==> src/hdl/gdc_pkg.sv <==
/*
 * Package for the gated down-counter channel: register map, field
 * positions, reset values and counting limits.
 * Assumes a simple strobed register port driven by a controller.
 */
package gdc_pkg;

    // ------------------------------------------------------------
    // Register offsets
    // ------------------------------------------------------------
    localparam logic [3:0] GDC_OFS_CTRL   = 4'h0;
    localparam logic [3:0] GDC_OFS_CFG    = 4'h1;
    localparam logic [3:0] GDC_OFS_INIT   = 4'h2;
    localparam logic [3:0] GDC_OFS_STATUS = 4'h3;
    localparam logic [3:0] GDC_OFS_ACTBCD = 4'h4;
    localparam logic [3:0] GDC_OFS_ACTBIN = 4'h5;
    localparam logic [3:0] GDC_OFS_FINAL  = 4'h6;
    localparam logic [3:0] GDC_OFS_IRQREQ = 4'h7;

    // ------------------------------------------------------------
    // Control word fields
    // ------------------------------------------------------------
    localparam int GDC_CTRL_GATE_SOFT  = 4;
    localparam int GDC_CTRL_OUT_SET    = 0;
    localparam int GDC_CTRL_OUT_FORCE  = 1;
    localparam int GDC_CTRL_IRQ_MASK   = 15;

    // ------------------------------------------------------------
    // Configuration word fields
    // ------------------------------------------------------------
    localparam int GDC_CFG_IEN_ZERO    = 0;
    localparam int GDC_CFG_IEN_OVR     = 1;
    localparam int GDC_CFG_IEN_FINAL   = 2;
    localparam int GDC_CFG_IEN_OWR     = 3;
    localparam int GDC_CFG_OUT_ZERO    = 4;
    localparam int GDC_CFG_GATE_SRC    = 5;

    // ------------------------------------------------------------
    // Status word fields
    // ------------------------------------------------------------
    localparam int GDC_ST_ACT_SIGN     = 0;
    localparam int GDC_ST_ACT_OVR      = 1;
    localparam int GDC_ST_ZERO         = 8;
    localparam int GDC_ST_FINAL        = 9;
    localparam int GDC_ST_OUT_STATE    = 14;
    localparam int GDC_ST_FIN_SIGN     = 16;
    localparam int GDC_ST_FIN_OVR      = 17;
    localparam int GDC_ST_FIN_OWR      = 18;

    // Interrupt request byte fields
    localparam int GDC_IRQ_ZERO        = 0;
    localparam int GDC_IRQ_OVR         = 1;
    localparam int GDC_IRQ_FINAL       = 2;
    localparam int GDC_IRQ_OWR         = 3;

    // ------------------------------------------------------------
    // Limits and reset values
    // ------------------------------------------------------------
    localparam logic [15:0] GDC_RANGE_MAX  = 16'h270F;
    localparam logic [15:0] GDC_RST_INIT   = 16'h0000;
    localparam logic [15:0] GDC_RST_CTRL   = 16'h0000;
    localparam logic [7:0]  GDC_RST_CFG    = 8'h00;
    localparam int          GDC_SYNC_DEPTH = 3;

endpackage
==> src/hdl/gdc_bcd_conv.sv <==
/*
 * Combinational binary to four-digit BCD converter (double dabble).
 * Assumes the magnitude fits 0 to 9999; larger values wrap digits.
 */
`timescale 1ns/1ps

module gdc_bcd_conv
    import gdc_pkg::*;
(
    input  wire logic [13:0] bin,
    output logic [15:0]      bcd
);

    always_comb begin
        logic [29:0] sr;
        sr = {16'h0000, bin};
        for (int i = 0; i < 14; i++) begin
            for (int d = 0; d < 4; d++) begin
                if (sr[14 + 4*d +: 4] > 4'h4) begin
                    sr[14 + 4*d +: 4] = sr[14 + 4*d +: 4] + 4'h3;
                end
            end
            sr = {sr[28:0], 1'b0};
        end
        bcd = sr[29:14];
    end

endmodule

==> src/hdl/gdc_channel.sv <==
/*
 * Gated down-counter channel with final-count capture, zero and
 * overrange flags, interrupt request byte and one digital output.
 * Assumes a strobed register port on mclk; pulse and gate pins are
 * asynchronous and are synchronised here.
 */
//
// Overview of operation
// [RULE1] A counting cycle starts only on a rising edge of the gate.
// [RULE2] Gate comes from the soft control bit or the pin, by config.
// [RULE3] Gate active: each pulse rising edge decrements the count.
// [RULE4] Counting continues below zero, value grows negative.
// [RULE5] Beyond minus 9999 the counter is in overrange, flag set.
// [RULE6] Overrange flag may interrupt; cleared by status or IRQ read.
// [RULE7] In overrange only count; zero crossing gives no IRQ or output.
// [RULE8] New initial count applies at the next rising gate edge.
// [RULE9] After configuration the initial count shows as actual value.
// [RULE10] Actual value reported as BCD and binary magnitude plus sign.
// [RULE11] Reaching zero sets zero flag; may interrupt and set output.
// [RULE12] New gate edge clears zero flag; start at zero: no output.
// [RULE13] Falling gate edge captures final count, sets stored flag.
// [RULE14] Stored flag may interrupt; cleared by a status read.
// [RULE15] Final count reported as binary magnitude plus sign.
// [RULE16] Overrange at falling edge sets final overrange flag.
// [RULE17] Two captures without status read set overwrite flag.
// [RULE18] Force/set pair: 0/1 auto, 0/0 low, 1/1 high.
// [RULE19] Controller goes force-high to force-low before auto mode.
// [RULE20] Output state status bit mirrors the digital output.
// [RULE21] Reading the request bytes withdraws the interrupt.
// [RULE22] Enable bit 0 zero, bit 1 overrange, bit 2 final stored.
// [RULE23] Flags latch into request bytes on their rising edges.
// [RULE24] Mask bit set: no request and events are not recorded.
// [RULE25] Pulse and gate pins are synchronised and edge detected.
//
`timescale 1ns/1ps

module gdc_channel
    import gdc_pkg::*;
#(
    parameter int CNT_W = 16
)
(
    input  wire logic        mclk,
    input  wire logic        rst,
    input  wire logic [3:0]  reg_addr,
    input  wire logic [31:0] reg_wdata,
    input  wire logic        reg_wr,
    input  wire logic        reg_rd,
    output logic [31:0]      reg_rdata,
    input  wire logic        pulse_in,
    input  wire logic        gate_input_pin,
    output logic             digital_output,
    output logic             irq_req
);

    // Magnitude and sign paths need at least 16 counter bits
    if (CNT_W < 16 || CNT_W > 24) begin : g_bad_cnt_w
        $error("gdc_channel: CNT_W must be 16 to 24");
    end

    // ------------------------------------------------------------
    // State
    // ------------------------------------------------------------
    typedef struct packed {
        logic [15:0]      ctrl;
        logic [7:0]       cfg;
        logic [15:0]      initial_count;
        logic signed [CNT_W-1:0] act;
        logic             counting;
        logic             gate_prev;
        logic             actual_overrange_flag;
        logic             ovr_state;
        logic             zero_reached_flag;
        logic             zero_silent;
        logic             final_stored_flag;
        logic [13:0]      final_mag;
        logic             final_sign;
        logic             final_overrange_flag;
        logic             final_overwrite_flag;
        logic             unread;
        logic [3:0]       irq_bytes;
        logic             ovr_from_irq;
        logic             out;
        logic             irq;
        logic [31:0]      rdata;
    } gdc_state_s;

    gdc_state_s st_ff;
    gdc_state_s nxt_st;

    logic        pulse_rise;
    logic        gate_pin_lvl;
    logic        irq_set_evt;
    logic [15:0] act_bcd;
    logic [13:0] act_mag;
    logic        actual_sign;

    gdc_edge_sync u_pulse_sync (
        .mclk  (mclk),
        .rst   (rst),
        .pin   (pulse_in),
        .level (),
        .rise  (pulse_rise),
        .fall  ()
    );

    gdc_edge_sync u_gate_sync (
        .mclk  (mclk),
        .rst   (rst),
        .pin   (gate_input_pin),
        .level (gate_pin_lvl),
        .rise  (),
        .fall  ()
    );

    logic signed [CNT_W-1:0] act_abs;
    assign actual_sign = st_ff.act[CNT_W-1];
    assign act_abs     = actual_sign ? -st_ff.act : st_ff.act;
    assign act_mag     = act_abs[13:0];

    gdc_bcd_conv u_bcd (
        .bin (act_mag),
        .bcd (act_bcd)
    );

    // ------------------------------------------------------------
    // Next-state logic
    // ------------------------------------------------------------
    always_comb begin
        logic gate;
        logic g_rise;
        logic g_fall;
        logic st_rd;
        logic irq_rd;
        logic masked;
        logic signed [CNT_W-1:0] dec;
        logic zero_evt;
        logic ovr_evt;
        logic fin_evt;
        logic owr_evt;
        logic auto_mode;
        gate      = 1'b0;
        g_rise    = 1'b0;
        g_fall    = 1'b0;
        dec       = '0;
        zero_evt  = 1'b0;
        ovr_evt   = 1'b0;
        fin_evt   = 1'b0;
        owr_evt   = 1'b0;
        nxt_st    = st_ff;
        st_rd     = reg_rd && reg_addr == GDC_OFS_STATUS;
        irq_rd    = reg_rd && reg_addr == GDC_OFS_IRQREQ;
        masked    = st_ff.ctrl[GDC_CTRL_IRQ_MASK];
        auto_mode = !st_ff.ctrl[GDC_CTRL_OUT_FORCE]
                    && st_ff.ctrl[GDC_CTRL_OUT_SET];

        // Gate source selection; see [RULE2]
        gate = st_ff.cfg[GDC_CFG_GATE_SRC] ? gate_pin_lvl
                                            : st_ff.ctrl[GDC_CTRL_GATE_SOFT];
        nxt_st.gate_prev = gate;
        g_rise = gate & ~st_ff.gate_prev;       // see [RULE25]
        g_fall = ~gate & st_ff.gate_prev;

        // Reads clear flags first, so events below win over clears
        if (st_rd) begin
            nxt_st.actual_overrange_flag = 1'b0;  // see [RULE6]
            nxt_st.final_stored_flag     = 1'b0;  // see [RULE14]
            nxt_st.final_overwrite_flag  = 1'b0;  // see [RULE17]
            nxt_st.unread                = 1'b0;
        end
        if (irq_rd) begin
            nxt_st.irq_bytes = 4'h0;              // see [RULE21]
            if (st_ff.ovr_from_irq) begin
                nxt_st.actual_overrange_flag = 1'b0;  // see [RULE6]
            end
            nxt_st.ovr_from_irq = 1'b0;
        end

        // Register writes
        if (reg_wr) begin
            if (reg_addr == GDC_OFS_CTRL) begin
                nxt_st.ctrl = reg_wdata[15:0];
            end else if (reg_addr == GDC_OFS_CFG) begin
                // Reconfiguring shows the initial count; see [RULE9]
                nxt_st.cfg      = reg_wdata[7:0];
                nxt_st.act      = CNT_W'(signed'(st_ff.initial_count));
                nxt_st.counting = 1'b0;
                nxt_st.ovr_state = 1'b0;
                nxt_st.irq_bytes = 4'h0;
            end else if (reg_addr == GDC_OFS_INIT) begin
                nxt_st.initial_count = reg_wdata[15:0];  // see [RULE8]
            end
        end

        // Counting
        if (g_rise) begin
            // New count loads the latest initial value; see [RULE1] [RULE8]
            nxt_st.act               = CNT_W'(signed'(st_ff.initial_count));
            nxt_st.counting          = 1'b1;
            nxt_st.ovr_state         = 1'b0;
            nxt_st.zero_reached_flag = 1'b0;      // see [RULE12]
            nxt_st.zero_silent       = (st_ff.initial_count == 16'h0000);
            if (auto_mode) begin
                nxt_st.out = 1'b0;                // see [RULE18]
            end
        end else if (st_ff.counting && gate && pulse_rise) begin
            dec = st_ff.act - CNT_W'(1);          // see [RULE3] [RULE4]
            nxt_st.act = dec;
            if (st_ff.zero_silent) begin
                // Start at zero: first pulse flags only; see [RULE12]
                nxt_st.zero_reached_flag = 1'b1;
                nxt_st.zero_silent       = 1'b0;
            end else if (dec == '0 && !st_ff.ovr_state) begin
                nxt_st.zero_reached_flag = 1'b1;  // see [RULE11] [RULE7]
                zero_evt = 1'b1;
            end
            if (!st_ff.ovr_state
                && dec < -CNT_W'(signed'(GDC_RANGE_MAX))) begin
                nxt_st.ovr_state             = 1'b1;   // see [RULE5]
                nxt_st.actual_overrange_flag = 1'b1;
                ovr_evt = 1'b1;
            end
        end

        if (g_fall) begin
            // Capture final value; see [RULE13] [RULE15] [RULE16]
            nxt_st.counting             = 1'b0;
            nxt_st.final_mag            = act_mag;
            nxt_st.final_sign           = actual_sign;
            nxt_st.final_overrange_flag = st_ff.ovr_state;
            nxt_st.final_stored_flag    = 1'b1;
            fin_evt = 1'b1;
            nxt_st.unread = 1'b1;
            if (st_ff.unread && !st_rd) begin
                nxt_st.final_overwrite_flag = 1'b1;  // see [RULE17]
                owr_evt = 1'b1;
            end
        end

        // Output control; see [RULE18] [RULE7]
        if (st_ff.ctrl[GDC_CTRL_OUT_FORCE]) begin
            nxt_st.out = st_ff.ctrl[GDC_CTRL_OUT_SET];
        end else if (!st_ff.ctrl[GDC_CTRL_OUT_SET]) begin
            nxt_st.out = 1'b0;
        end else if (zero_evt && st_ff.cfg[GDC_CFG_OUT_ZERO]) begin
            nxt_st.out = 1'b1;                    // see [RULE11]
        end

        // Request bytes latch rising flags unless masked
        if (!masked) begin                        // see [RULE24]
            if (zero_evt && st_ff.cfg[GDC_CFG_IEN_ZERO]) begin
                nxt_st.irq_bytes[GDC_IRQ_ZERO] = 1'b1;   // see [RULE22]
            end
            if (ovr_evt && st_ff.cfg[GDC_CFG_IEN_OVR]) begin
                nxt_st.irq_bytes[GDC_IRQ_OVR] = 1'b1;    // see [RULE23]
                nxt_st.ovr_from_irq = 1'b1;
            end
            if (fin_evt && st_ff.cfg[GDC_CFG_IEN_FINAL]) begin
                nxt_st.irq_bytes[GDC_IRQ_FINAL] = 1'b1;
            end
            if (owr_evt && st_ff.cfg[GDC_CFG_IEN_OWR]) begin
                nxt_st.irq_bytes[GDC_IRQ_OWR] = 1'b1;
            end
        end
        nxt_st.irq = (nxt_st.irq_bytes != 4'h0) && !masked;
        irq_set_evt = zero_evt || ovr_evt || fin_evt || owr_evt;

        // Read data, one cycle after the strobe
        nxt_st.rdata = 32'h0000_0000;
        if (reg_rd) begin
            if (reg_addr == GDC_OFS_CTRL) begin
                nxt_st.rdata = {16'h0000, st_ff.ctrl};
            end else if (reg_addr == GDC_OFS_CFG) begin
                nxt_st.rdata = {24'h000000, st_ff.cfg};
            end else if (reg_addr == GDC_OFS_INIT) begin
                nxt_st.rdata = {16'h0000, st_ff.initial_count};
            end else if (reg_addr == GDC_OFS_STATUS) begin
                nxt_st.rdata[GDC_ST_ACT_SIGN]  = actual_sign; // see [RULE10]
                nxt_st.rdata[GDC_ST_ACT_OVR]   = st_ff.actual_overrange_flag;
                nxt_st.rdata[GDC_ST_ZERO]      = st_ff.zero_reached_flag;
                nxt_st.rdata[GDC_ST_FINAL]     = st_ff.final_stored_flag;
                nxt_st.rdata[GDC_ST_OUT_STATE] = st_ff.out;   // see [RULE20]
                nxt_st.rdata[GDC_ST_FIN_SIGN]  = st_ff.final_sign;
                nxt_st.rdata[GDC_ST_FIN_OVR]   = st_ff.final_overrange_flag;
                nxt_st.rdata[GDC_ST_FIN_OWR]   = st_ff.final_overwrite_flag;
            end else if (reg_addr == GDC_OFS_ACTBCD) begin
                nxt_st.rdata = {16'h0000, act_bcd};           // see [RULE10]
            end else if (reg_addr == GDC_OFS_ACTBIN) begin
                nxt_st.rdata = {18'h00000, act_mag};
            end else if (reg_addr == GDC_OFS_FINAL) begin
                nxt_st.rdata = {18'h00000, st_ff.final_mag};  // see [RULE15]
            end else if (reg_addr == GDC_OFS_IRQREQ) begin
                nxt_st.rdata = {28'h0000000, st_ff.irq_bytes};
            end
        end
    end

    always_ff @(posedge mclk) begin
        if (rst) begin
            st_ff               <= '0;
            st_ff.ctrl          <= GDC_RST_CTRL;
            st_ff.cfg           <= GDC_RST_CFG;
            st_ff.initial_count <= GDC_RST_INIT;
        end else begin
            st_ff <= nxt_st;
        end
    end

    assign reg_rdata      = st_ff.rdata;
    assign digital_output = st_ff.out;
    assign irq_req        = st_ff.irq;

    // ------------------------------------------------------------
    // Checks
    // ------------------------------------------------------------
    // An event in the read cycle may re-arm the request at once
    a_irq_read_clears: assert property ( // see [RULE21]
        @(posedge mclk) disable iff (rst)
        reg_rd && reg_addr == GDC_OFS_IRQREQ && !irq_set_evt |=> !irq_req)
        else $error("request not withdrawn after read");

    a_force_high: assert property ( // see [RULE18]
        @(posedge mclk) disable iff (rst)
        st_ff.ctrl[GDC_CTRL_OUT_FORCE] && st_ff.ctrl[GDC_CTRL_OUT_SET]
        |=> digital_output)
        else $error("forced high output not high");

    a_force_low: assert property ( // see [RULE18]
        @(posedge mclk) disable iff (rst)
        !st_ff.ctrl[GDC_CTRL_OUT_FORCE] && !st_ff.ctrl[GDC_CTRL_OUT_SET]
        |=> !digital_output)
        else $error("forced low output not low");

    a_mask_blocks: assert property ( // see [RULE24]
        @(posedge mclk) disable iff (rst)
        st_ff.ctrl[GDC_CTRL_IRQ_MASK] |=> !irq_req)
        else $error("masked channel requested");

    a_mask_no_record: assert property ( // see [RULE24]
        @(posedge mclk) disable iff (rst)
        st_ff.ctrl[GDC_CTRL_IRQ_MASK]
        |=> (st_ff.irq_bytes & ~$past(st_ff.irq_bytes)) == 4'h0)
        else $error("masked event recorded in request bits");

    a_fall_capture: assert property ( // see [RULE13]
        @(posedge mclk) disable iff (rst)
        !st_ff.gate_prev && $past(st_ff.gate_prev) && !$past(rst)
        |-> st_ff.final_stored_flag)
        else $error("final flag missing after fall");

    a_gate_rise_load: assert property ( // see [RULE12]
        @(posedge mclk) disable iff (rst)
        st_ff.gate_prev && !$past(st_ff.gate_prev) && !$past(rst)
        |-> st_ff.counting && !st_ff.zero_reached_flag)
        else $error("rising gate did not start a clean count");

endmodule

==> src/hdl/gdc_edge_sync.sv <==
/*
 * Three-stage synchroniser with edge detection for one pin input.
 * Assumes the pin is asynchronous to mclk; edges count once the
 * second and third stages agree.
 */
`timescale 1ns/1ps

module gdc_edge_sync
    import gdc_pkg::*;
(
    input  wire logic mclk,
    input  wire logic rst,
    input  wire logic pin,
    output logic      level,
    output logic      rise,
    output logic      fall
);

    typedef struct packed {
        logic [2:0] sh;
        logic       lvl;
    } gdc_sync_s;

    gdc_sync_s st_ff;
    gdc_sync_s nxt_st;

    // Stage 0 feeds only stage 1; level changes when 1 and 2 agree
    always_comb begin
        nxt_st    = st_ff;
        nxt_st.sh = {st_ff.sh[1:0], pin};
        if (st_ff.sh[1] == st_ff.sh[2]) begin
            nxt_st.lvl = st_ff.sh[2];
        end
    end

    always_ff @(posedge mclk) begin
        if (rst) begin
            st_ff <= '0;
        end else begin
            st_ff <= nxt_st;
        end
    end

    assign level = st_ff.lvl;
    assign rise  = (nxt_st.lvl & ~st_ff.lvl);
    assign fall  = (~nxt_st.lvl & st_ff.lvl);

endmodule

==> config.mk <==
export PLATFORM = sky130hd
export DESIGN_NAME = gdc_channel
export DESIGN_NICKNAME = d
export VERILOG_FILES = /design/src/hdl/gdc_pkg.sv /design/src/hdl/gdc_bcd_conv.sv /design/src/hdl/gdc_channel.sv /design/src/hdl/gdc_edge_sync.sv
export SDC_FILE = /design/constraint.sdc
export NUM_CORES = 1
export LEC_CHECK = 0
export BUFFER_PORTS_ARGS = -buffer_cell sky130_fd_sc_hd__buf_4
export CAP_MARGIN = 40
export CORE_UTILIZATION = 60
export DETAILED_ROUTE_END_ITERATION = 7
export HOLD_SLACK_MARGIN = 0.15
export PLACE_DENSITY = 0.91
export SLEW_MARGIN = 20
export SYNTH_ARGS = -nofsm -noshare
export SYNTH_HDL_FRONTEND = slang
export SYNTH_SLANG_ARGS = --single-unit
==> constraint.sdc <==
create_clock -name mclk -period 22.9 [get_ports mclk]
set_input_delay 4.58 -clock mclk [delete_from_list [all_inputs] [get_ports mclk]]
set_output_delay 4.58 -clock mclk [all_outputs]
set_load 0.01 [all_outputs]
### Yosys cells after proc, flatten, opt, wreduce, memory -nomap -nowiden

Index checks and enable logic that the tools add are counted.

| storage, ports and cells | value |
|---|---|
| output and inout bits | 34 |
| word-level logic and storage cells | 235 |
| bits in registers | 128 |
| input bits | 42 |

| operators by class | value |
|---|---|
| muxes and demuxes | 90 |
| add/subtract/negate cells | 28 |
| order comparisons | 27 |
| eq/ne operators | 13 |
| reductions and logical operators | 41 |
| bitwise gates (word level) | 9 |

Operators by type and width:

| operator | count |
|---|---|
| $mux 4 | 30 |
| $mux 32 | 3 |
| $gt 4x3->1 const B | 22 |
| $add 4x2->4 const B | 21 |
| $mux 16 | 5 |
| $mux 17 | 3 |
| $mux 1 | 37 |
| $logic_not 16->1 | 2 |
| $mux 19 | 1 |
| $eq 4x3->1 const B | 4 |
| $lt 16x15->1 const B | 1 |
| $sub 16x2->16 const B | 1 |
| $logic_and 1x1->1 | 14 |
| $mux 14 | 1 |
| $neg 14->14 | 1 |
| $add 3x2->4 const B | 3 |
| $gt 3x3->1 const B | 4 |
| $mux 5 | 2 |
| $reduce_bool 2->1 | 5 |
| $mux 3 | 3 |
| $reduce_and 3->1 | 3 |
| $reduce_or 9->1 | 1 |
| $eq 4x2->1 const B | 2 |
| $mux 2 | 4 |
| other kinds (17) | 35 |

### Logic depth before layout (Yosys ltp)

Gate-level depths: netlist of the first run.

| depth | value |
|---|---|
| depth in word-level cells | 29 |
| mapped depth | 45 |
| depth with buffers taken out | 39 |

### Hierarchy

From an unflattened synthesis of the first run, not the netlist that was laid out.

| unflattened totals | value |
|---|---|
| cells, all modules | 1384 |
| area, all modules | 10149.7 um^2 |

By module, submodules not included:

| module | area an instance (um^2) | cells each | sequential area each (um^2) | instances |
|---|---|---|---|---|
| gdc_channel | 5715.5 | 753 | 2122.0 | 1 |
| gdc_bcd_conv | 4179.0 | 605 | 0.0 | 1 |
| gdc_edge_sync | 127.6 | 13 | 80.1 | 2 |

### Worst setup path before layout of the first run

Ideal clock, no wire load.

| path | value |
|---|---|
| path type | register -> register |
| from | reg st_ff[64] in the netlist's numbering |
| to | reg st_ff, in the netlist reg_rdata[10] |
| library setup time | 0.079 ns |
| period minus slack after synthesis | 8.914 ns |
| arrival | 8.834 ns |
| data required time | 22.821 ns |
| path buffers | 8 |
| slack | 13.986 ns |
| cell stages (with the launch flop) | 39 |
| path through | dfxtp_1 > buf_2 > or4_4 > buf_2 > nor2_1 > nand2_1 > or3_1 > nand2_1 > xor2_1 > inv_1 > ha_1 > or4_1 > nor4_1 > or4_1 > clkbuf_1 > a211oi_2 > or2_1 > buf_2 > [... 3 more ...] > ha_1 > clkbuf_1 > or3_1 > a221oi_1 > or3_1 > buf_2 > nand3_1 > a21oi_1 > o31ai_2 > o311a_1 > o2bb2ai_2 > buf_4 > mux2i_1 > a21oi_1 > or4b_2 > mux2i_1 > mux2_1 > a211oi_2 |

| on the way | value |
|---|---|
| cells in the longest elaborated chain, start to end | 29 |
| elaborated cells between the ends (all ways) | 71 |
| those cells by class | 22 x add/sub; 21 x order compare; 28 x mux |

Ends and longest elaborated chain:

| item | RTL line | text |
|---|---|---|
| start, declared | gdc_channel.sv:88 | `gdc_state_s st_ff;` |
| start signal, assigned | gdc_channel.sv:305 | `st_ff <= nxt_st;` |
| $neg 14->14 (*) | gdc_channel.sv:118 | `assign act_abs = actual_sign ? -st_ff.act : st_ff.act;` |
| $mux 14 (*) | gdc_channel.sv:118 |  |
| $add 3x2->4 or $gt 3x3->1 (tied branches) | gdc_bcd_conv.sv:20, gdc_bcd_conv.sv:19 |  |
| $mux 4 | gdc_bcd_conv.sv:19 | `if (sr[14 + 4*d +: 4] > 4'h4) begin` |
| $add 4x2->4 or $gt 4x3->1 (tied branches) | gdc_bcd_conv.sv:20, gdc_bcd_conv.sv:19 |  |
| $mux 4 | gdc_bcd_conv.sv:19 |  |
| $add 4x2->4 or $gt 4x3->1 (tied branches) | gdc_bcd_conv.sv:20, gdc_bcd_conv.sv:19 |  |
| $mux 4 | gdc_bcd_conv.sv:19 |  |
| [... 13 more ...] | -- |  |
| $mux 4 | gdc_bcd_conv.sv:19 |  |
| $add 4x2->4 or $gt 4x3->1 (tied branches) | gdc_bcd_conv.sv:20, gdc_bcd_conv.sv:19 |  |
| $mux 4 | gdc_bcd_conv.sv:19 |  |
| $mux 32 (*) | gdc_channel.sv:286 | `end else if (reg_addr == GDC_OFS_ACTBCD) begin` |
| $mux 4 (*) | gdc_channel.sv:277 | `end else if (reg_addr == GDC_OFS_STATUS) begin` |
| $mux 16 (*) | gdc_channel.sv:275 | `end else if (reg_addr == GDC_OFS_INIT) begin` |
| $mux 16 (*) | gdc_channel.sv:273 | `end else if (reg_addr == GDC_OFS_CFG) begin` |
| $mux 16 (*) | gdc_channel.sv:271 | `if (reg_addr == GDC_OFS_CTRL) begin` |

Every way passes the cells marked *; elsewhere a longest branch is shown, timed or not.
A chain may end at the register's enable or synchronous reset.

### Final worst setup path of the first run

Ends and elaborated chain as after synthesis.

==> results of run 1 <==
==> worst max-delay path: cells and delay by family (launching register included) <==
family	cells	cell delay, ns
AO/OA/AOI/OAI	12	3.97
multiplexers	3	1.31
buffers and inverters	2	0.15
XOR/XNOR	2	0.76
AND/OR/NAND/NOR	11	3.60
adder cells (fa/ha/maj)	2	0.53
flip-flops	1	0.42
==> cells by family after synthesis <==
logic type / after synthesis / synth area share [%]
AOI/OAI and AO/OA: 419 / 30.44
xor gates and xnor gates: 43 / 4.372
adders and majority gates: 23 / 2.966
buffers and inverters: 153 / 7.906
DFF: 114 / 23.52
muxes: 33 / 3.676
other: 1 / 0.03865
and+or+nand+nor: 537 / 27.08
==> final cells by class <==
class	count	area, µm²
multi-input cells	1068	6703
well taps	216	270.3
inverters	24	90.09
repair buffers	64	511.7
clock buffers	17	425.4
fillers	1224	5399
flip-flops and latches	114	2282
clock inverters	15	146.4
==> power by group <==
| part | total (µW) | switching (µW) | internal, µW |
|---|---|---|---|
| Combinational | 31.3 | 20.9 | 10.4 |
| Clock | 257 | 106 | 152 |
| Sequential | 202 | 1.68 | 200 |
| Total | 491 | 128 | 362 |
==> flip-flops by register name, summed over array words and instances, names as in the netlist <==
name / flops
actual_sign: 1
digital_output: 1
u_pulse_sync.level: 1
u_pulse_sync.st_ff: 1
reg_rdata: 19
u_gate_sync.nxt_st: 2
st_ff: 84
irq_req: 1
u_gate_sync.st_ff: 1
u_pulse_sync.nxt_st: 2
u_gate_sync.level: 1
==> cell usage after synthesis (13+ instances only) <==
cell      count  area share [%]
a211oi_1     22             1.7
a21oi_1     120             6.2
a22oi_1      25             1.9
a31oi_1      17             1.1
buf_2        16            0.83
buf_4        36             2.8
clkbuf_1     64             2.5
dfxtp_1     114              24
ha_1         23             3.0
inv_1        24            0.93
mux2i_1      21             2.2
nand2_1     184             7.1
nand3_1      30             1.5
nand4_1      17             1.1
nor2_1      119             4.6
nor2b_1      17             1.1
nor3_1       51             2.6
nor4_1       16             1.0
o211ai_1     19             1.5
o21ai_0      73             3.8
or3_1        15            0.97
xnor2_1      26             2.3
xor2_1       13             1.2
==> stage by stage <==
step	cell area [µm²]	hold slack [ns]	power, µW	cells	utilization [%]
after floorplan	9747	0.4138	227.3	1335	-
after global placement	9758	0.4227	234.2	1477	61.65
after detailed placement	9819	0.4270	235.3	1483	62.04
after CTS	10390	0.4407	488.8	1515	65.65
after global routing	10430	0.4628	501.3	1518	65.89
final	10430	0.4348	490.8	1518	65.89
==> path summary, 6_finish.rpt <==
| path | from | endpoint | slack [ns] | cells after the start |
|---|---|---|---|---|
| max | st_ff[64] | reg_rdata[10] | 12.03 | 32 |
| min | u_pulse_sync.nxt_st[2] | u_pulse_sync.nxt_st[3] | 0.43 | 1 |
| max reg2reg | st_ff[64] | reg_rdata[10] | 12.03 | 32 |
| min reg2reg | u_pulse_sync.nxt_st[2] | u_pulse_sync.nxt_st[3] | 0.43 | 1 |
==> cell usage in the layout (no fill, tap or decap), types with 7 or more instances in the layout <==
cell type	Yosys	final
nor3_1	51	50
nand3_1	30	30
mux2_2	10	10
or3_1	15	15
a221oi_1	7	7
nand2b_1	12	12
or4_1	7	7
inv_1	24	24
a311oi_1	11	11
a211oi_1	22	22
o211ai_1	19	19
a22oi_1	25	25
dfxtp_1	114	114
xor2_1	13	13
clkbuf_16	0	17
a2111oi_0	10	10
conb_1	1	13
nand2_1	184	184
nor2b_1	17	17
buf_4	36	60
and2_1	9	9
nand4_1	17	17
ha_1	23	23
o21ai_0	73	73
and3_1	11	11
o31ai_1	8	8
xnor2_1	26	26
a31oi_1	17	17
nor4_1	16	16
mux2i_1	21	21
nor3b_1	7	7
a21oi_1	120	120
a32oi_1	7	7
nor2_1	119	119
==> routing by layer <==
metal  vias up  share of wire [%]  track usage [%]
met2       725                 46            54.90
li1       4799                  -                -
met4         0                5.4            18.48
met5         -                  0                0
met1      4837                 39            41.86
met3       161                 10            7.019
==> impl_metrics.toml, run 1 <==
[outcome]
outcome = "completed"

[detailed_routing]
drt_iter0_markers = 1728
vias = 10520
drc_errors = 0
drtPass1Iterations = 7
wirelength_mm = 28.58
avgViaCountPerCell = 6.931
routedWlPerCell_um = 18.83
ant_nets = 0

[clock_network]
cts_tree = "yes"
post_cts_resize_count = 0
postCtsSetupRepairBufs = 0
cts-root-buf = "clkbuf_16"
cts_buffers = 17
cts.sinks = 114
clockBufferDepth = 2
clkTransAtPathRegs_ns = 0.06
ctsHoldBuffers = 0
clk_latency_ns = 0.42
htreeDepth = 4

[die]
die_w_um = 129.2
pin_count = 76
coreArea_um2 = 15830
initial_core_util_pct = 61.30
die_area_um2 = 16680
row_count = 46
chipHeight_um = 129.2

[hold_path]
hold_class = "flop to flop"

[timing]
finalMaxSlewViolations = 0
hold_viol_final = 0
skew_ns = 0.008802
post-route-worst-setup-slack_ns = 12.03
post-route-period-util_pct = 47.48
finalSetupTns_ns = 0
min_period_ns = 10.87
setup_viol = 0
timing.fmax_mhz = 91.98
worstMarginPinSlew_ns = 0.9194
relSlewSlack_pct = 38.71
grt_setup_unrepaired = "false"

[worst_setup_path]
cp_slowest_stage_delay_ns = 0.73
critical_path_class = "flop to flop"
critical_path.max_fanout = 15
cp_slowest_cell = "a222oi_1"
start_kind = "flop"
worst-endpoint-required_ns = 23.24
endpoint_kind = "flop"
worstPathArrival_ns = 11.21

[flow_run]
cap_violations = 0

[power]
vdd_ir_drop_max_v = 0.00006714
power_leakage_uw = 0.003717
pwr_density_cell_nw_per_um2 = 47.06

[global_routing]
grt_max_degree = 61
grt_util_all_layers_pct = 33.78
grt_pass1_vias = 9170
grt_overflow_total = 0
grt_pass1_wl_mm = 45.17
grt_antenna_before_repair = 0

[place]
pre_cts_ws_ns = 12.36
io_buffer_count = 46
gp_congestion = 0.9214
hpwlAfterDp_mm = 19.00

[synth]
synthCells = 1323
synth_seq_area_share_pct = 23.52
syn_avg_cell_area_um2 = 7.333
synthArstFlopShare_pct = 0
syn_area_um2 = 9702
synth_seq_cells = 114
ys.flop_type = "dfxtp_1"
ys.warnings.count = 0
synth-edff-count = 0
ys_types = 110

[cells_and_area]
drive_gt1_share_pct = 12.44
n_antenna_cell = 0
layout.nets = 1354
area.growth.synth_to_final_pct = 7.493
(Power assumes the default switching activity.)
==> run 2, diff against run 1 <==
--- a/config.mk
+++ b/config.mk
@@ -5,12 +5,13 @@
 export SDC_FILE = /design/constraint.sdc
 export NUM_CORES = 1
 export LEC_CHECK = 0
+export ABC_AREA = 1
 export BUFFER_PORTS_ARGS = -buffer_cell sky130_fd_sc_hd__buf_4
 export CAP_MARGIN = 40
-export CORE_UTILIZATION = 60
+export CORE_UTILIZATION = 55
 export DETAILED_ROUTE_END_ITERATION = 7
 export HOLD_SLACK_MARGIN = 0.15
-export PLACE_DENSITY = 0.91
+export PLACE_DENSITY = 0.89
 export SLEW_MARGIN = 20
 export SYNTH_ARGS = -nofsm -noshare
 export SYNTH_HDL_FRONTEND = slang
==> constraint.sdc (replaced) <==
create_clock -name mclk -period 9.5 [get_ports mclk]
set_input_delay 1.9 -clock mclk [delete_from_list [all_inputs] [get_ports mclk]]
set_output_delay 1.9 -clock mclk [all_outputs]
set_load 0.01 [all_outputs]
==> run 2 against run 1 <==
Compared with the run above:
- clock power grew to 2.5 times the previous value
- routed wire length shrank 23%
- first-iteration DRC count shrank 40%
- via count shrank 17%
- clock-buffer cell count is the same
==> impl_metrics.toml, run 2 <==
[worst_setup_path]
cp_common_cell = "nand2_1"
worst-endpoint-required_ns = 9.80
r2r_cells = 68
cp_slowest_cell = "dfxtp_1"
cp.depth = 68
cp_slowest_stage_delay_ns = 0.37
critical_path.max_fanout = 6
path_buf_inv = 12
worstPathArrival_ns = 8.31
start_kind = "flop"
critical_path_class = "flop to flop"
cpLargestDelayFamily = "simple AND/OR/NAND/NOR gates"
endpoint_kind = "flop"

[clock_network]
postCtsSetupRepairBufs = 0
cts_buffers = 17
post_cts_resize_count = 0
clockBufferDepth = 2
htreeDepth = 4
clkTransAtPathRegs_ns = 0.06
cts.sinks = 114
clk_latency_ns = 0.42
cts_tree = "yes"
cts-root-buf = "clkbuf_16"
ctsHoldBuffers = 0

[detailed_routing]
wl_met3_mm = 2.032
routedWlPerCell_um = 14.43
drt_iter0_markers = 1042
top_layer = "met4"
drtPass1Iterations = 8
wirelength_mm = 21.93
drc_errors = 0
wl_met1_mm = 8.576
ant_nets = 0
wl_met2_mm = 10.31
vias = 8741
avgViaCountPerCell = 5.751

[synth]
syn_area_um2 = 8177
synthCells = 1302
syn_avg_cell_area_um2 = 6.280
synth_seq_cells = 114
ys_types = 45
ys.flop_type = "dfxtp_1"
synth_most_common_cell = "nand2_1"
ys.warnings.count = 0
synth-edff-count = 0
netlist.top_cell.by_area = "dfxtp_1"
synth_top_cells_by_count = "nand2_1 (345), inv_1 (183), dfxtp_1 (114), nand3_1 (114), a21oi_1 (84)"
synth_top_area_share_pct = 27.91
synthArstFlopShare_pct = 0
synthTopCellsByArea = "dfxtp_1 (28%), nand2_1 (16%), inv_1 (8.4%)"
synth_seq_area_share_pct = 27.91

[global_routing]
grt_util_all_layers_pct = 29.37
grt_pass1_vias = 7938
grt_max_degree = 54
grt_pass1_wl_mm = 35.68
grt_antenna_before_repair = 0
grt_overflow_total = 0

[hold_path]
hold_class = "flop to flop"
min_path_cells = 2

[timing]
timing.fmax_mhz = 124.9
worstMarginPinSlew_ns = 0.8949
grt_setup_unrepaired = "false"
finalSetupTns_ns = 0
post-route-period-util_pct = 84.31
hold_viol_final = 0
relSlewSlack_pct = 40.19
min_period_ns = 8.009
finalMaxSlewViolations = 0
skew_ns = 0.008465
setup_viol = 0

[die]
initial_core_util_pct = 56.26
die_w_um = 123.9
row_count = 44
pin_count = 76
coreArea_um2 = 14530
die_area_um2 = 15360
chipHeight_um = 123.9

[power]
vdd_ir_drop_max_v = 0.0001810
power_leakage_uw = 0.004370
pwr_density_cell_nw_per_um2 = 265.5

[place]
dp_cells = 1488
placed_area_um2 = 8501
gp_congestion = 0.9165
io_buffer_count = 46
hpwlAfterDp_mm = 15.37

[cells_and_area]
layout.nets = 1388
regMostFlops = "st_ff"
n_antenna_cell = 0
largest_reg_flops = 84
final_area_um2 = 9096
drive_gt1_share_pct = 14.22
layout_common_cells = "nand2_1 (345), inv_1 (183), nand3_1 (114), dfxtp_1 (114), a21oi_1 (84)"
final_common_cell = "nand2_1"
fin_util_pct = 62.59
area.growth.synth_to_final_pct = 11.25
stdcell_count = 1520

[flow_run]
cap_violations = 0

[outcome]
outcome = "completed"
==> run 2: per-stage QoR <==
| step | total power [µW] | worst slack (ns) | hold slack [ns] |
|---|---|---|---|
| floorplan | 1561 | 2.842 | 0.3883 |
| global placement | 1718 | 1.949 | 0.3905 |
| detailed placement | 1770 | 1.638 | 0.3977 |
| CTS | 2409 | 1.594 | 0.4088 |
| global route | 2624 | 0.6326 | 0.4344 |
| finish | 2415 | 1.491 | 0.4069 |
==> run 2: path summary, 6_finish.rpt <==
| check | start | end | slack (ns) |
|---|---|---|---|
| max reg2reg | st_ff[64] | reg_rdata[2] | 1.49 |
| min reg2reg | u_gate_sync.nxt_st[2] | u_gate_sync.nxt_st[3] | 0.41 |
| min | u_gate_sync.nxt_st[2] | u_gate_sync.nxt_st[3] | 0.41 |
| max | st_ff[64] | reg_rdata[2] | 1.49 |
==> run 2: tightest hold or removal path, cell delays in order (launching register included) <==
cell     delay, ns
dfxtp_1       0.30
inv_1         0.04
nor2_1        0.03
==> run 2: area by class of cell <==
| cell class | instances | area (µm²) |
|---|---|---|
| fill | 1258 | 5438 |
| multi-input combinational | 934 | 4821 |
| tap | 184 | 230.2 |
| sequential | 114 | 2282 |
| clock buffer | 17 | 425.4 |
| inverter | 201 | 754.5 |
| timing repair buffer | 55 | 412.9 |
| clock inverter | 15 | 170.2 |
==> run 2: cells by family (layout without fill, tap and decap cells) <==
family | count (synthesis) | in the layout | synth area share (%)
AO/OA/AOI/OAI | 236 | 236 | 16.63
XOR/XNOR | 15 | 15 | 1.882
adder cells (fa/ha/maj) | 23 | 23 | 3.520
buffers and inverters | 266 | 288 | 13.74
flip-flops | 114 | 114 | 27.91
other | 1 | 13 | 0.04586
AND/OR/NAND/NOR | 647 | 647 | 36.27
==> run 2: report_power, final <==
| part | total (µW) | internal [µW] | switching, µW |
|---|---|---|---|
| logic | 1280 | 434 | 845 |
| registers | 493 | 486 | 6.63 |
| clock network | 643 | 393 | 250 |
==> run 2: per-layer routing <==
metal / global-route usage, % / vias up
li1: - / 4223
met1: 33.88 / 3908
met2: 50.31 / 486
met3: 7.692 / 124
met4: 14.21 / 0
met5: 0 / -
==> run 3, diff against run 2 <==
--- a/config.mk
+++ b/config.mk
@@ -8,10 +8,10 @@
 export ABC_AREA = 1
 export BUFFER_PORTS_ARGS = -buffer_cell sky130_fd_sc_hd__buf_4
 export CAP_MARGIN = 40
-export CORE_UTILIZATION = 55
+export CORE_UTILIZATION = 60
 export DETAILED_ROUTE_END_ITERATION = 7
 export HOLD_SLACK_MARGIN = 0.15
-export PLACE_DENSITY = 0.89
+export PLACE_DENSITY = 0.91
 export SLEW_MARGIN = 20
 export SYNTH_ARGS = -nofsm -noshare
 export SYNTH_HDL_FRONTEND = slang
==> constraint.sdc (replaced) <==
create_clock -name mclk -period 7.97 [get_ports mclk]
set_input_delay 1.594 -clock mclk [delete_from_list [all_inputs] [get_ports mclk]]
set_output_delay 1.594 -clock mclk [all_outputs]
set_load 0.01 [all_outputs]
==> run 3 against run 2 <==
Compared with the run above:
- the flow now finishes with violations (design-rule violations)
- critical path depth down 4
- total power up 25%
- routed wire length up 5.7%
- largest power group unchanged
- highest routed layer unchanged
==> impl_metrics.toml, run 3 (synthesis results as in run 2) <==
[die]
coreArea_um2 = 13240
initial_core_util_pct = 61.74
pin_count = 76
die_w_um = 118.7
chipHeight_um = 118.7
die_area_um2 = 14100
row_count = 42

[worst_setup_path]
cp_common_cell = "nand2_1"
critical_path_class = "flop to flop"
critical_path.max_fanout = 6
cpLargestDelayFamily = "simple AND/OR/NAND/NOR gates"
path_buf_inv = 9
cp_slowest_stage_delay_ns = 0.36
worst-endpoint-required_ns = 8.29
cp_slowest_cell = "dfxtp_2"
worstPathArrival_ns = 7.73
start_kind = "flop"
endpoint_kind = "flop"

[clock_network]
cts_tree = "yes"
clkTransAtPathRegs_ns = 0.06
ctsHoldBuffers = 0
clockBufferDepth = 2
cts_buffers = 17
clk_latency_ns = 0.42
htreeDepth = 4
cts.sinks = 114
cts-root-buf = "clkbuf_16"

[timing]
min_period_ns = 7.413
relSlewSlack_pct = 41.70
setup_viol = 0
worstMarginPinSlew_ns = 0.8735
timing.fmax_mhz = 134.9
finalMaxSlewViolations = 0
skew_ns = 0.006821
hold_viol_final = 0
post-route-period-util_pct = 93.01
hold_ws_ns = 0.4026

[place]
hpwlAfterDp_mm = 15.46
io_buffer_count = 46
gp_congestion = 0.9352

[cells_and_area]
layout.nets = 1402
largest_reg_flops = 84
drive_gt1_share_pct = 17.48
regMostFlops = "st_ff"
area.growth.synth_to_final_pct = 14.46
fin_util_pct = 70.67
n_antenna_cell = 0
final_common_cell = "nand2_1"
layout_common_cells = "nand2_1 (329), inv_1 (181), dfxtp_1 (113), nand3_1 (112), a21oi_1 (84)"

[global_routing]
grt_max_degree = 54
grt_use_met3_pct = 6.902
use_met2_pct = 55.48
grt_overflow_total = 0
grt_pass1_wl_mm = 36.56
top_usage_layer = "met2"
grt_util_all_layers_pct = 32.15
grt_antenna_before_repair = 0
grt_pass1_vias = 8028
use_met1_pct = 37.01

[flow_run]
cap_violations = 0

[power]
vdd_ir_drop_max_v = 0.0002228
power_uw = 3017
power_leakage_uw = 0.004459
pwr_density_cell_nw_per_um2 = 322.3

[detailed_routing]
routedWlPerCell_um = 15.19
wirelength_mm = 23.19
ant_nets = 0
drc_errors = 8
vias = 8889
drtPass1Iterations = 8
drt_iter0_markers = 1156
avgViaCountPerCell = 5.825

[hold_path]
hold_class = "flop to flop"

[outcome]
failed_checks = "design-rule violations"
outcome = "complete, but fails checks"
==> run 3: worst paths after layout <==
path | start | end | slack (ns) | cells past startpoint
max | st_ff[64] | reg_rdata[11] | 0.56 | 64
min | u_pulse_sync.nxt_st[2] | u_pulse_sync.nxt_st[3] | 0.40 | 2
max reg2reg | st_ff[64] | reg_rdata[11] | 0.56 | 64
min reg2reg | u_pulse_sync.nxt_st[2] | u_pulse_sync.nxt_st[3] | 0.40 | 2
==> run 3: worst min-delay path: cells and delay by family, from the launching register on <==
family / cells / cell delay [ns]
flip-flops: 1 / 0.29
buffers and inverters: 1 / 0.04
AND/OR/NAND/NOR: 1 / 0.03
==> run 3: what timing repair did <==
action                                  4_1_cts  5_1_grt
endpoints found under the setup margin        0       15
buffers inserted                              0       13
resized for setup                             0       40
==> run 3: area by class of cell <==
cell class / instances / area [µm²]
Tap cell: 176 / 220.2
Multi-Input combinational cell: 934 / 4946
Fill cell: 986 / 3884
Sequential cell: 114 / 2283
Timing Repair Buffer: 69 / 521.8
Clock inverter: 15 / 207.7
Clock buffer: 17 / 425.4
Inverter: 201 / 754.5
==> run 3: where the power goes <==
part | leakage (µW) | switching (µW) | internal, µW | total, µW
clock | 0.000296 | 287 | 525 | 812
sequential | 0.000922 | 7.99 | 580 | 588
combinational | 0.00324 | 1060 | 556 | 1620
==> run 3: metrics by stage <==
stage	worst slack, ns	cells	area, µm²	setup TNS, ns
6_report	0.5570	1526	9359	0
5_1_grt	-0.08009	1526	9359	-0.3154
4_1_cts	0.1577	1512	9124	0
3_5_place_dp	0.1737	1480	8491	0
3_3_place_gp	0.4058	1480	8491	0
2_1_floorplan	1.312	1314	8222	0
==> run 3: layer usage <==
metal  vias up  routed length, µm
met1      3979               8654
met2       529              11090
li1       4242                  -
met3       139               2233
met5         -                  0
met4         0               1213
